**src/pkg/uart_core_pkg.sv**
```systemverilog
// shared constants, types and helpers of the serial core
package uart_core_pkg;

  // register index map
  localparam logic [2:0] REG_DATA   = 3'h0;
  localparam logic [2:0] REG_CTRL1  = 3'h1;
  localparam logic [2:0] REG_CTRL2  = 3'h2;
  localparam logic [2:0] REG_STATUS = 3'h3;
  localparam logic [2:0] REG_BAUD   = 3'h4;

  // control 1 field positions
  localparam int C1_RX9  = 7;
  localparam int C1_TX9  = 6;
  localparam int C1_M9   = 4;
  localparam int C1_WAKE = 3;

  // control 2 field positions
  localparam int C2_TXIE = 7;
  localparam int C2_TCIE = 6;
  localparam int C2_RXIE = 5;
  localparam int C2_ILIE = 4;
  localparam int C2_TXEN = 3;
  localparam int C2_RXEN = 2;
  localparam int C2_SLP  = 1;
  localparam int C2_BRK  = 0;

  // status field positions
  localparam int ST_TXMT = 7;
  localparam int ST_TXDN = 6;
  localparam int ST_RXF  = 5;
  localparam int ST_IDLE = 4;
  localparam int ST_OVR  = 3;
  localparam int ST_NSE  = 2;
  localparam int ST_FRM  = 1;

  // receive sample positions within a bit, in sixteenths
  localparam logic [3:0] VER_A = 4'h3;
  localparam logic [3:0] VER_B = 4'h5;
  localparam logic [3:0] VER_C = 4'h7;
  localparam logic [3:0] MID_A = 4'h8;
  localparam logic [3:0] MID_B = 4'h9;
  localparam logic [3:0] MID_C = 4'hA;
  localparam logic [3:0] LAST_PH = 4'hF;

  // frame lengths and reset values
  localparam logic [3:0] BITS_8 = 4'hA;
  localparam logic [3:0] BITS_9 = 4'hB;
  localparam logic [4:0] BAUD_SEL_RST = 5'h00;
  localparam int BAUD_BASE_DIV = 4;

  typedef enum logic {TX_IDLE, TX_SEND} tx_state_t;
  typedef enum logic [1:0] {RX_IDLE, RX_VERIFY, RX_FRAME} rx_state_t;

  typedef struct packed {
    logic       tx_int_en;
    logic       tc_int_en;
    logic       rx_int_en;
    logic       idle_int_en;
    logic       tx_enable_bit;
    logic       rx_enable;
    logic       rx_wake_sleep;
    logic       send_break;
  } ctrl_t;

  typedef struct packed {
    logic tx_empty;
    logic tx_done;
    logic rx_full_flag;
    logic idle_flag;
    logic overrun_flag;
    logic noise_flag;
    logic frame_error_flag;
  } flags_t;

  typedef struct packed {
    logic [7:0] tx_data;
    logic       t8;
    logic       r8;
    logic       word9;
    logic       wake_addr;
    ctrl_t      ctrl;
    logic [4:0] baud_sel;
    logic [7:0] rx_data;
    flags_t     fl;
    logic       status_armed;
    logic [7:0] rdata;
    tx_state_t  tx_state;
    logic [10:0] tx_shift;
    logic [3:0] tx_bits;
    logic [3:0] tx_phase;
    logic       tx_enable_prev;
    logic       preamble_due;
    logic       tx_line;
    logic       tx_oe;
    rx_state_t  rx_state;
    logic [3:0] rx_phase;
    logic [3:0] rx_bit;
    logic [8:0] rx_shift;
    logic [1:0] ver_lows;
    logic [2:0] votes;
    logic       rx_noise;
    logic       line_seen_high;
    logic [7:0] idle_ticks;
    logic       idle_armed;
    logic       irq;
  } core_t;

  localparam flags_t FLAGS_RST = 7'h60;

  localparam core_t CORE_RST = '{tx_state: TX_IDLE, rx_state: RX_IDLE,
    fl: FLAGS_RST, tx_line: 1'b1, baud_sel: BAUD_SEL_RST, default: '0};

  typedef struct packed {
    logic [1:0] stages;
  } rst_sync_t;

  function automatic logic majority3(input logic [2:0] v);
    return (v[0] & v[1]) | (v[0] & v[2]) | (v[1] & v[2]);
  endfunction

  function automatic logic [3:0] frame_bits(input logic nine);
    return nine ? BITS_9 : BITS_8;
  endfunction

endpackage

```
**src/rtl/reset_sync.sv**
```systemverilog
// two-stage release of the asynchronous reset
module reset_sync
  import uart_core_pkg::*;
(
  // clock and raw reset
  input  wire logic ref_clk,
  input  wire logic rst_n,
  // released copy
  output logic      rst_sync_n
);

  rst_sync_t s;
  rst_sync_t next_s;

  always_comb
  begin
    next_s.stages = {s.stages[0], 1'b1};
  end

  always_ff @(posedge ref_clk or negedge rst_n)
  begin
    if (!rst_n)
      s <= '0;
    else
      s <= next_s;
  end

  assign rst_sync_n = s.stages[1];

endmodule

```
**src/rtl/baud_tick_gen.sv**
```systemverilog
// selectable divider for the sixteen-per-bit sample tick
module baud_tick_gen
  import uart_core_pkg::*;
#(
  parameter int BASE_DIV = BAUD_BASE_DIV
)
(
  // clock and reset
  input  wire logic       ref_clk,
  input  wire logic       rst_n,
  // rate select and tick
  input  wire logic [4:0] baud_sel,
  output logic            rx_sample_tick
);

  typedef struct packed {
    logic [15:0] cnt;
    logic        tick;
  } baud_state_t;

  baud_state_t s;
  baud_state_t next_s;
  logic [15:0] limit;

  always_comb
  begin
    limit = 16'(({11'h000, baud_sel} + 16'h0001) * 16'(BASE_DIV)) - 16'h0001;
    next_s = s;
    next_s.tick = 1'b0;
    if (s.cnt >= limit)
    begin
      next_s.cnt = 16'h0000;
      next_s.tick = 1'b1;
    end
    else
      next_s.cnt = s.cnt + 16'h0001;
  end

  always_ff @(posedge ref_clk or negedge rst_n)
  begin
    if (!rst_n)
      s <= '0;
    else
      s <= next_s;
  end

  assign rx_sample_tick = s.tick;

endmodule

```
**src/rtl/async_serial_rx_tx_core.sv**
```systemverilog
// full-duplex asynchronous serial core with register port
// Summary of operation
// - start, 8 or 9 data, stop
// - high is one, line idles high
// - data least significant bit first
// - stop bit high in last slot
// - break is whole frames of zeros
// - idle receiver samples at sixteen per bit
// - three verify samples, majority low starts
// - one high verify sample sets noise
// - receiver resynchronises on every start bit
// - majority of samples eight, nine, ten
// - disagreeing mid-bit samples set noise
// - sleep suppresses flags until idle run
// - set most significant bit wakes sleepers
// - independent transmitter and receiver enables
// - thirty-two rates feed both directions
// - idle, framing, noise, overrun, full status
// - empty, complete flags and break send
// - four enables gate the interrupt
// - wake bit is last data bit
// - enable rise sends idle preamble
//
// Strobed register access and the placing of the registers were decided locally.
module async_serial_rx_tx_core
  import uart_core_pkg::*;
#(
  parameter int BASE_DIV = BAUD_BASE_DIV
)
(
  // clock and reset
  input  wire logic       ref_clk,
  input  wire logic       rst_n,
  // register port
  input  wire logic [2:0] reg_addr,
  input  wire logic [7:0] reg_wdata,
  input  wire logic       reg_wr,
  input  wire logic       reg_rd,
  output logic      [7:0] reg_rdata,
  // serial link
  input  wire logic       serial_rx_in,
  output logic            serial_tx_out,
  output logic            serial_tx_oe,
  // interrupt request
  output logic            sci_irq
);

  logic  rst_core_n;
  logic  rx_sample_tick;
  core_t s;
  core_t next_s;
  logic  bit_val;
  logic  msb;
  logic  deliver;
  logic  [7:0] idle_len;

  reset_sync u_reset_sync (
    .ref_clk    (ref_clk),
    .rst_n      (rst_n),
    .rst_sync_n (rst_core_n)
  );

  // one rate select drives both directions
  baud_tick_gen #(.BASE_DIV(BASE_DIV)) u_baud_tick_gen (
    .ref_clk        (ref_clk),
    .rst_n          (rst_core_n),
    .baud_sel       (s.baud_sel),
    .rx_sample_tick (rx_sample_tick)
  );

  always_comb
  begin
    next_s = s;
    bit_val = 1'b0;
    msb = 1'b0;
    deliver = 1'b0;
    idle_len = {frame_bits(s.word9), 4'h0};

    // register reads, data one cycle later
    next_s.rdata = 8'h00;
    if (reg_rd)
    begin
      unique case (reg_addr)
        REG_DATA:
        begin
          next_s.rdata = s.rx_data;
          if (s.status_armed)
          begin
            next_s.fl.rx_full_flag = 1'b0;
            next_s.fl.idle_flag = 1'b0;
            next_s.fl.overrun_flag = 1'b0;
            next_s.fl.noise_flag = 1'b0;
            next_s.fl.frame_error_flag = 1'b0;
            next_s.status_armed = 1'b0;
          end
        end
        REG_CTRL1:
        begin
          next_s.rdata[C1_RX9] = s.r8;
          next_s.rdata[C1_TX9] = s.t8;
          next_s.rdata[C1_M9] = s.word9;
          next_s.rdata[C1_WAKE] = s.wake_addr;
        end
        REG_CTRL2:
          next_s.rdata = s.ctrl;
        REG_STATUS:
        begin
          next_s.rdata[ST_TXMT] = s.fl.tx_empty;
          next_s.rdata[ST_TXDN] = s.fl.tx_done;
          next_s.rdata[ST_RXF] = s.fl.rx_full_flag;
          next_s.rdata[ST_IDLE] = s.fl.idle_flag;
          next_s.rdata[ST_OVR] = s.fl.overrun_flag;
          next_s.rdata[ST_NSE] = s.fl.noise_flag;
          next_s.rdata[ST_FRM] = s.fl.frame_error_flag;
          next_s.status_armed = 1'b1;
        end
        REG_BAUD:
          next_s.rdata = {3'h0, s.baud_sel};
        default:
          next_s.rdata = 8'h00;
      endcase
    end

    // register writes
    if (reg_wr)
    begin
      unique case (reg_addr)
        REG_DATA:
        begin
          next_s.tx_data = reg_wdata;
          next_s.fl.tx_empty = 1'b0;
          next_s.fl.tx_done = 1'b0;
        end
        REG_CTRL1:
        begin
          next_s.t8 = reg_wdata[C1_TX9];
          next_s.word9 = reg_wdata[C1_M9];
          next_s.wake_addr = reg_wdata[C1_WAKE];
        end
        REG_CTRL2:
          next_s.ctrl = reg_wdata;
        REG_BAUD:
          next_s.baud_sel = reg_wdata[4:0];
        default:
          next_s.baud_sel = s.baud_sel;
      endcase
    end

    // transmitter
    next_s.tx_enable_prev = next_s.ctrl.tx_enable_bit;
    if (next_s.ctrl.tx_enable_bit && !s.tx_enable_prev)
      next_s.preamble_due = 1'b1;
    if (rx_sample_tick)
    begin
      unique case (s.tx_state)
        TX_IDLE:
        begin
          next_s.tx_phase = 4'h0;
          next_s.tx_bits = frame_bits(s.word9);
          if (!s.ctrl.tx_enable_bit)
            next_s.tx_state = TX_IDLE;
          else if (s.preamble_due)
          begin
            next_s.tx_shift = 11'h7FF;
            next_s.preamble_due = 1'b0;
            next_s.tx_state = TX_SEND;
          end
          else if (s.ctrl.send_break)
          begin
            next_s.tx_shift = 11'h000;
            next_s.tx_state = TX_SEND;
          end
          else if (!s.fl.tx_empty)
          begin
            // stop high, optional ninth, data, start low
            next_s.tx_shift = {1'b1, s.word9 ? s.t8 : 1'b1,
                               s.tx_data, 1'b0};
            next_s.fl.tx_empty = 1'b1;
            next_s.tx_state = TX_SEND;
          end
          else
            next_s.fl.tx_done = 1'b1;
        end
        TX_SEND:
        begin
          next_s.tx_phase = s.tx_phase + 4'h1;
          if (s.tx_phase == LAST_PH)
          begin
            next_s.tx_shift = {1'b1, s.tx_shift[10:1]};
            next_s.tx_bits = s.tx_bits - 4'h1;
            if (s.tx_bits == 4'h1)
              next_s.tx_state = TX_IDLE;
          end
        end
      endcase
    end
    next_s.tx_line = (next_s.tx_state == TX_SEND) ?
                     next_s.tx_shift[0] : 1'b1;
    next_s.tx_oe = next_s.ctrl.tx_enable_bit ||
                   (next_s.tx_state == TX_SEND);

    // receiver
    if (!s.ctrl.rx_enable)
    begin
      next_s.rx_state = RX_IDLE;
      next_s.idle_ticks = 8'h00;
    end
    else if (rx_sample_tick)
    begin
      unique case (s.rx_state)
        RX_IDLE:
        begin
          if (serial_rx_in)
          begin
            next_s.line_seen_high = 1'b1;
            if (s.idle_ticks != idle_len)
              next_s.idle_ticks = s.idle_ticks + 8'h01;
            if (s.idle_ticks == idle_len - 8'h01)
            begin
              if (s.ctrl.rx_wake_sleep && !s.wake_addr)
                next_s.ctrl.rx_wake_sleep = 1'b0;
              else if (!s.ctrl.rx_wake_sleep && s.idle_armed)
              begin
                next_s.fl.idle_flag = 1'b1;
                next_s.idle_armed = 1'b0;
              end
            end
          end
          else
          begin
            next_s.idle_ticks = 8'h00;
            if (s.line_seen_high)
            begin
              next_s.rx_state = RX_VERIFY;
              next_s.rx_phase = 4'h1;
              next_s.ver_lows = 2'h0;
              next_s.rx_noise = 1'b0;
            end
          end
        end
        RX_VERIFY:
        begin
          next_s.rx_phase = s.rx_phase + 4'h1;
          if (s.rx_phase == VER_A - 4'h1 || s.rx_phase == VER_B - 4'h1 ||
              s.rx_phase == VER_C - 4'h1)
          begin
            if (!serial_rx_in)
              next_s.ver_lows = s.ver_lows + 2'h1;
            if (s.rx_phase == VER_C - 4'h1)
            begin
              if (next_s.ver_lows >= 2'h2)
              begin
                next_s.rx_state = RX_FRAME;
                next_s.rx_bit = 4'h0;
                next_s.rx_noise = (next_s.ver_lows == 2'h2);
              end
              else
                next_s.rx_state = RX_IDLE;
            end
          end
        end
        RX_FRAME:
        begin
          next_s.rx_phase = s.rx_phase + 4'h1;
          if (s.rx_phase == 4'h0)
            next_s.rx_bit = s.rx_bit + 4'h1;
          if (s.rx_phase == MID_A - 4'h1 || s.rx_phase == MID_B - 4'h1 ||
              s.rx_phase == MID_C - 4'h1)
            next_s.votes = {s.votes[1:0], serial_rx_in};
          if (s.rx_phase == MID_C)
          begin
            bit_val = majority3(s.votes);
            if (s.votes != 3'h0 && s.votes != 3'h7)
              next_s.rx_noise = 1'b1;
            if (s.rx_bit != 4'h0 &&
                s.rx_bit != frame_bits(s.word9) - 4'h1)
              next_s.rx_shift = {bit_val, s.rx_shift[8:1]};
            if (s.rx_bit == frame_bits(s.word9) - 4'h1)
            begin
              // last data bit sits on top in both lengths
              msb = s.rx_shift[8];
              deliver = !s.ctrl.rx_wake_sleep ||
                        (s.wake_addr && msb);
              if (s.ctrl.rx_wake_sleep && s.wake_addr && msb)
                next_s.ctrl.rx_wake_sleep = 1'b0;
              if (deliver)
              begin
                if (next_s.fl.rx_full_flag)
                  next_s.fl.overrun_flag = 1'b1;
                else
                begin
                  next_s.rx_data = s.word9 ? s.rx_shift[7:0] :
                                             s.rx_shift[8:1];
                  next_s.r8 = s.rx_shift[8];
                  next_s.fl.rx_full_flag = 1'b1;
                  next_s.fl.frame_error_flag = !bit_val;
                  next_s.fl.noise_flag = next_s.rx_noise;
                end
              end
              // break or bad stop; wait for a high line
              if (!bit_val)
                next_s.line_seen_high = 1'b0;
              next_s.idle_armed = 1'b1;
              next_s.idle_ticks = 8'h00;
              next_s.rx_state = RX_IDLE;
            end
          end
        end
        default:
          next_s.rx_state = RX_IDLE;
      endcase
    end

    // interrupt gating by four enables
    next_s.irq = (next_s.ctrl.tx_int_en & next_s.fl.tx_empty) |
                 (next_s.ctrl.tc_int_en & next_s.fl.tx_done) |
                 (next_s.ctrl.rx_int_en & (next_s.fl.rx_full_flag |
                  next_s.fl.overrun_flag)) |
                 (next_s.ctrl.idle_int_en & next_s.fl.idle_flag);
  end

  always_ff @(posedge ref_clk or negedge rst_core_n)
  begin
    if (!rst_core_n)
      s <= CORE_RST;
    else
      s <= next_s;
  end

  assign reg_rdata = s.rdata;
  assign serial_tx_out = s.tx_line;
  assign serial_tx_oe = s.tx_oe;
  assign sci_irq = s.irq;

endmodule

```
**config.mk**
```make
export PLATFORM = sky130hd
export DESIGN_NAME = async_serial_rx_tx_core
export DESIGN_NICKNAME = d
export VERILOG_FILES = /design/src/pkg/uart_core_pkg.sv /design/src/rtl/reset_sync.sv /design/src/rtl/baud_tick_gen.sv /design/src/rtl/async_serial_rx_tx_core.sv
export SDC_FILE = /design/constraint.sdc
export NUM_CORES = 1
export LEC_CHECK = 0
export BUFFER_PORTS_ARGS = -buffer_cell sky130_fd_sc_hd__buf_2
export CAP_MARGIN = 0
export CORE_MARGIN = 2
export CORE_UTILIZATION = 40
export DETAILED_ROUTE_END_ITERATION = 10
export SETUP_SLACK_MARGIN = 0.2
export SYNTH_ARGS = -nofsm -noshare
export SYNTH_HDL_FRONTEND = slang
export SYNTH_SLANG_ARGS = --single-unit
```
**constraint.sdc**
```tcl
create_clock -name ref_clk -period 3.8 [get_ports ref_clk]
set_clock_uncertainty 0.2 [all_clocks]
set_input_delay 0.38 -clock ref_clk [delete_from_list [all_inputs] [get_ports ref_clk]]
set_output_delay 0.38 -clock ref_clk [all_outputs]
set_load 0.02 [all_outputs]
```
**After elaboration in Yosys (flattened, before gate mapping)**

Cells that the tools add are included.

- Bits in registers: 127
- Logic and storage cells: 284
- Output and inout port bits: 11

- $add $sub $neg: 11
- Mux-type cells: 116
- Equality and inequality tests: 46
- Bitwise gates (word level): 15
- Reduce and logical (&&, ||, !) cells: 48
- Order comparisons: 2

Operators with widths:

| cell | number |
|---|---|
| 2-to-1 mux 2 bit | 22 |
| 2-to-1 mux 1 bit | 43 |
| 2-to-1 mux 8 bit | 5 |
| case mux 20 bit (2 select lines) | 1 |
| 2-to-1 mux 12 bit | 3 |
| 2-to-1 mux 35 bit | 1 |
| 2-to-1 mux 16 bit | 2 |
| inequality test 2 bit, second input constant | 14 |
| AND reduction 7 bit | 4 |
| 2-to-1 mux 9 bit | 3 |
| 2-to-1 mux 11 bit | 2 |
| inequality test 3 bit, second input constant | 7 |
| 2-to-1 mux 20 bit | 1 |
| 2-to-1 mux 5 bit | 4 |
| case mux 10 bit (2 select lines) | 1 |
| 2-to-1 mux 3 bit | 6 |
| 2-to-1 mux 6 bit | 3 |
| AND reduction 9 bit | 2 |
| adder 16 x 1 -> 16 bit, second input constant | 1 |
| equality test 4 bit, second input constant | 4 |
| greater-or-equal comparator 16 bit | 1 |
| 2-to-1 mux 4 bit | 4 |
| case mux 2 bit (4 select lines) | 2 |
| case mux 4 bit (2 select lines) | 2 |
| 48 further kinds | 100 |

**Depth between registers and ports, before layout**

- Depth after elaboration: 15
- Depth in mapped cells: 12
- Mapped depth without buffers: 11

**Hierarchy**

A second synthesis with hierarchy kept.

- Cell total of the unflattened synthesis: 703
- Area total of the unflattened synthesis: 6954.2 um^2

Modules (own cells, without submodules):

| module | times used | seq. area each (um^2) | cells each | area each (um^2) |
|---|---|---|---|---|
| async_serial_rx_tx_core | 1 | 2706.3 | 570 | 5657.9 |
| baud_tick_gen | 1 | 425.4 | 130 | 1242.4 |
| reset_sync | 1 | 50.0 | 3 | 53.8 |

**Worst setup path after synthesis**

No wires, ideal clock.

- Kind: register -> register
- Start: register s[84] in the netlist's numbering
- End: register u_baud_tick_gen.s[10] in the netlist's numbering
- Slack: 0.622 ns
- Buffers on the path: 1
- Clock period less this slack: 3.178 ns
- Cell stages (with the launch flop): 13
- Data arrival time: 2.856 ns
- Required time: 3.479 ns
- Cell sequence: dfrtp_1 > ha_1 > xnor2_1 > a31oi_1 > nor4_1 > ha_1 > ha_1 > nand2_1 > o21ai_0 > a21oi_1 > o211ai_1 > buf_2 > nor2_1

RTL lines:

| element | line | text |
|---|---|---|
| from (decl) | async_serial_rx_tx_core.sv:50 | `core_t s;` |
| from (signal assigned) | async_serial_rx_tx_core.sv:327 | `s <= next_s;` |
| to (signal assigned) | baud_tick_gen.sv:44 | `s <= next_s;` |
| to (decl) | baud_tick_gen.sv:21 | `baud_state_t s;` |

==> results.json <==
{
  "hp-start": "reg_wdata[6]",
  "drc": 0,
  "synth_nets": 754,
  "gr-usage-all-layers_pct": 17.1,
  "crit_path_cell_trace": "ha_1, xnor2_1, a31oi_1, nor4_1, buf_4, nand2_1, ha_1, a21o_1, a221o_1, a21oi_1, o211ai_1, buf_4, nor2_1",
  "yosysSeqAreaShare_pct": 46.3,
  "critPathArrivalTime_ns": 3.58,
  "synth-edff-count": 0,
  "cpMaxStageDelayCell": "dfrtp_1",
  "synth_seq_cells": 127,
  "ios": 27,
  "antenna_left": 0,
  "cts_tree": "built",
  "clock_path_buffers": 2,
  "post-route-util_pct": 47.0,
  "timing.rr.end": "u_baud_tick_gen.s[11]",
  "ir_drop_mv": 0.332,
  "yosys.area.top_type": "dfrtp_1",
  "numClockSinks": 127,
  "synth.top_cells.by_area": "dfrtp_1, ha_1, nand2_1",
  "drt-initial-drc-count": 282,
  "setup_viol": 0,
  "start_kind": "register",
  "final_hold_viol_count": 0,
  "clk_pin_slew_ns": 0.06,
  "min_path_cells": 3,
  "cts_root_buf": "clkbuf_16",
  "grt_pass1_vias": 5009,
  "num_vias": 5138,
  "timing.rr.start": "s[84]",
  "drive_gt1_share_pct": 13.6,
  "clk_latency_ns": 0.42,
  "nets": 770,
  "placed_area_um2": 7130,
  "routedWlPerCell_um": 15.4,
  "ff2ff_setup_slack_ns": 0.36,
  "ys_top_cells_by_count": "dfrtp_1, nand2_1, nor2_1, o21ai_0, ha_1",
  "critPathRequiredTime_ns": 3.94,
  "cp_top_family": "compound AO/OA/AOI/OAI gates",
  "first_pass_iters": 5,
  "viasPerCell": 5.38,
  "fin_crit_sh_pct": 90.6,
  "grt_first_pass_wirelength_um": 24800,
  "yosysWarnings": 0,
  "powerDensity_nw_per_um2": 541,
  "worst_hold_slack_ns": 0.00845,
  "htreeDepth": 4,
  "netlist_area_um2": 6870,
  "die_h_um": 135,
  "maxSlewHeadroom_pct": 38.9,
  "synth_cell_types": 72,
  "holdPathEnd": "s[107]",
  "netlist.area_leader.share_pct": 45.2,
  "area_delta_synth_final_pct": 14.2,
  "hold_path.class": "input pin to register",
  "antenna_found_initial": 0,
  "fmax_mhz": 291,
  "stdcell_area_um2": 7850,
  "syn-mean-instance-area_um2": 9.73,
  "numCtsBuffers": 17,
  "crit_path_max_incr_delay_ns": 0.45,
  "netlist_instances": 706,
  "critPathCaptureType": "register",
  "async_reset_ff_share_pct": 100,
  "worst-path-buf-inv": 2,
  "worstPathMaxFanout": 17,
  "tightest_slew_ns": 0.917,
  "rr_worst_depth": 13,
  "critPathKind": "register to register",
  "ys.flop_type": "dfrtp_1",
  "portBuffers": 26,
  "gp_congestion": 0.780,
  "diodes": 0,
  "fp.dieW_um": 135,
  "slew_violations": 0,
  "cap_violations": 0,
  "place_hpwl_um": 10400,
  "initial_core_util_pct": 41.1,
  "grt_max_degree": 74,
  "rsz0062_at_grt": "false",
  "core_um2": 16700,
  "dieArea_um2": 18200,
  "rows": 47,
  "timing.final.crit_period_ns": 3.44,
  "outcome": "finished, final reports clean",
  "synth_most_common_cell": "dfrtp_1",
  "finalWirelength_um": 14700,
  "grt-ovfl-total": 0,
  "p_leak_nw": 3.52
}
[layout by cell type, fill, tap and decap left out, types with 4 or more instances in the layout]
| cell | count |
|---|---|
| mux2_1 | 10 |
| o21ai_0 | 39 |
| o21ai_1 | 17 |
| clkinv_4 | 4 |
| a21oi_1 | 31 |
| xor2_1 | 13 |
| a22o_1 | 5 |
| nor2b_1 | 10 |
| buf_4 | 5 |
| buf_2 | 26 |
| ha_1 | 32 |
| nand3b_1 | 6 |
| nor3_1 | 5 |
| mux4_2 | 4 |
| bufinv_16 | 5 |
| and3_1 | 12 |
| o22ai_1 | 4 |
| nand2b_1 | 17 |
| clkbuf_16 | 17 |
| nor4_1 | 4 |
| inv_1 | 29 |
| and2_1 | 7 |
| nand2_1 | 88 |
| mux2_2 | 15 |
| nand3_1 | 29 |
| nor2_1 | 47 |
| a31oi_1 | 19 |
| o211ai_1 | 6 |
| xnor2_1 | 11 |
| dfrtp_1 | 123 |
| mux2i_1 | 15 |
[where the power goes]
group	total (mW)	switching, mW	leakage, nW	internal (mW)
sequential	1.67	0.159	1.64	1.51
combinational	0.743	0.437	1.57	0.305
clock	1.83	0.612	0.319	1.22
total	4.24	1.21	3.52	3.03
[worst max path at each step]
stage	start	end	slack, ns	depth (start not counted)
2_1_floorplan	s[84]	u_baud_tick_gen.s[10]	0.62	12
3_3_place_gp	s[84]	u_baud_tick_gen.s[16]	0.14	11
3_5_place_dp	s[84]	u_baud_tick_gen.s[15]	-0.04	11
4_1_cts	s[84]	u_baud_tick_gen.s[11]	0.39	13
5_1_grt	s[84]	u_baud_tick_gen.s[9]	0.20	13
6_report	s[84]	u_baud_tick_gen.s[11]	0.36	13
[final cells by class]
type,instances,area (um2)
fillers,1580,8850
inverters,30,113
clock inverters,12,208
clock buffers,20,467
repair buffers,35,218
well taps,220,275
multi-input cells,511,3380
flip-flops and latches,127,3190
[registers in the layout (all words and copies together) (netlist names)]
register and cells:
serial_tx_out 1, serial_tx_oe 1, u_reset_sync.s 2, reg_rdata 8
sci_irq 1, u_baud_tick_gen.rx_sample_tick 1, s 97, u_baud_tick_gen.s 16
[through the flow]
| stage | instances | TNS (ns) | setup slack (ns) | total power [mW] |
|---|---|---|---|---|
| floorplan | 706 | 0 | 0.622 | 2.22 |
| global placement | 919 | 0 | 0.140 | 2.40 |
| detailed placement | 919 | -0.133 | -0.0388 | 2.43 |
| CTS | 955 | 0 | 0.393 | 4.28 |
| global route | 955 | 0 | 0.202 | 4.46 |
| finish | 955 | 0 | 0.358 | 4.24 |
[timing repair]
action / 4_1_cts / 5_1_grt
setup buffers: 1 / 0
endpoints found under the setup margin: 17 / 0
resized for setup: 0 / 0
hold buffers: 3 / 0
hold endpoints to repair: 4 / 0
[worst register-to-register path, stage by stage (launching register included)]
cell and delay, ns:
dfrtp_1 0.45, ha_1 0.31, xnor2_1 0.18, a31oi_1 0.14, nor4_1 0.39, buf_4 0.19
nand2_1 0.07, ha_1 0.31, a21o_1 0.19, a221o_1 0.33, a21oi_1 0.16, o211ai_1 0.10
buf_4 0.21, nor2_1 0.14
[metal layers]
| layer | global-route usage [%] | vias to the layer above | part of all wire (%) |
|---|---|---|---|
| met1 | 23.5 | 2507 | 49 |
| li1 | - | 2514 | - |
| met5 | 0 | - | 0 |
| met4 | 5.09 | 0 | 1.1 |
| met3 | 4.20 | 17 | 3.7 |
| met2 | 26.9 | 100 | 46 |
[kinds of logic (layout without fill, tap and decap cells)]
logic type	Yosys count	count (layout)	share of synthesized area [%]
other cells	1	1	0.0546
xor+xnor	24	24	3.06
mux	44	44	7.59
simple gates	260	260	19.2
flops	127	127	46.3
compound gates	149	149	13.3
fa+ha+maj	33	33	5.97
buf+inv	68	97	4.48
(Power assumes the default switching activity.)
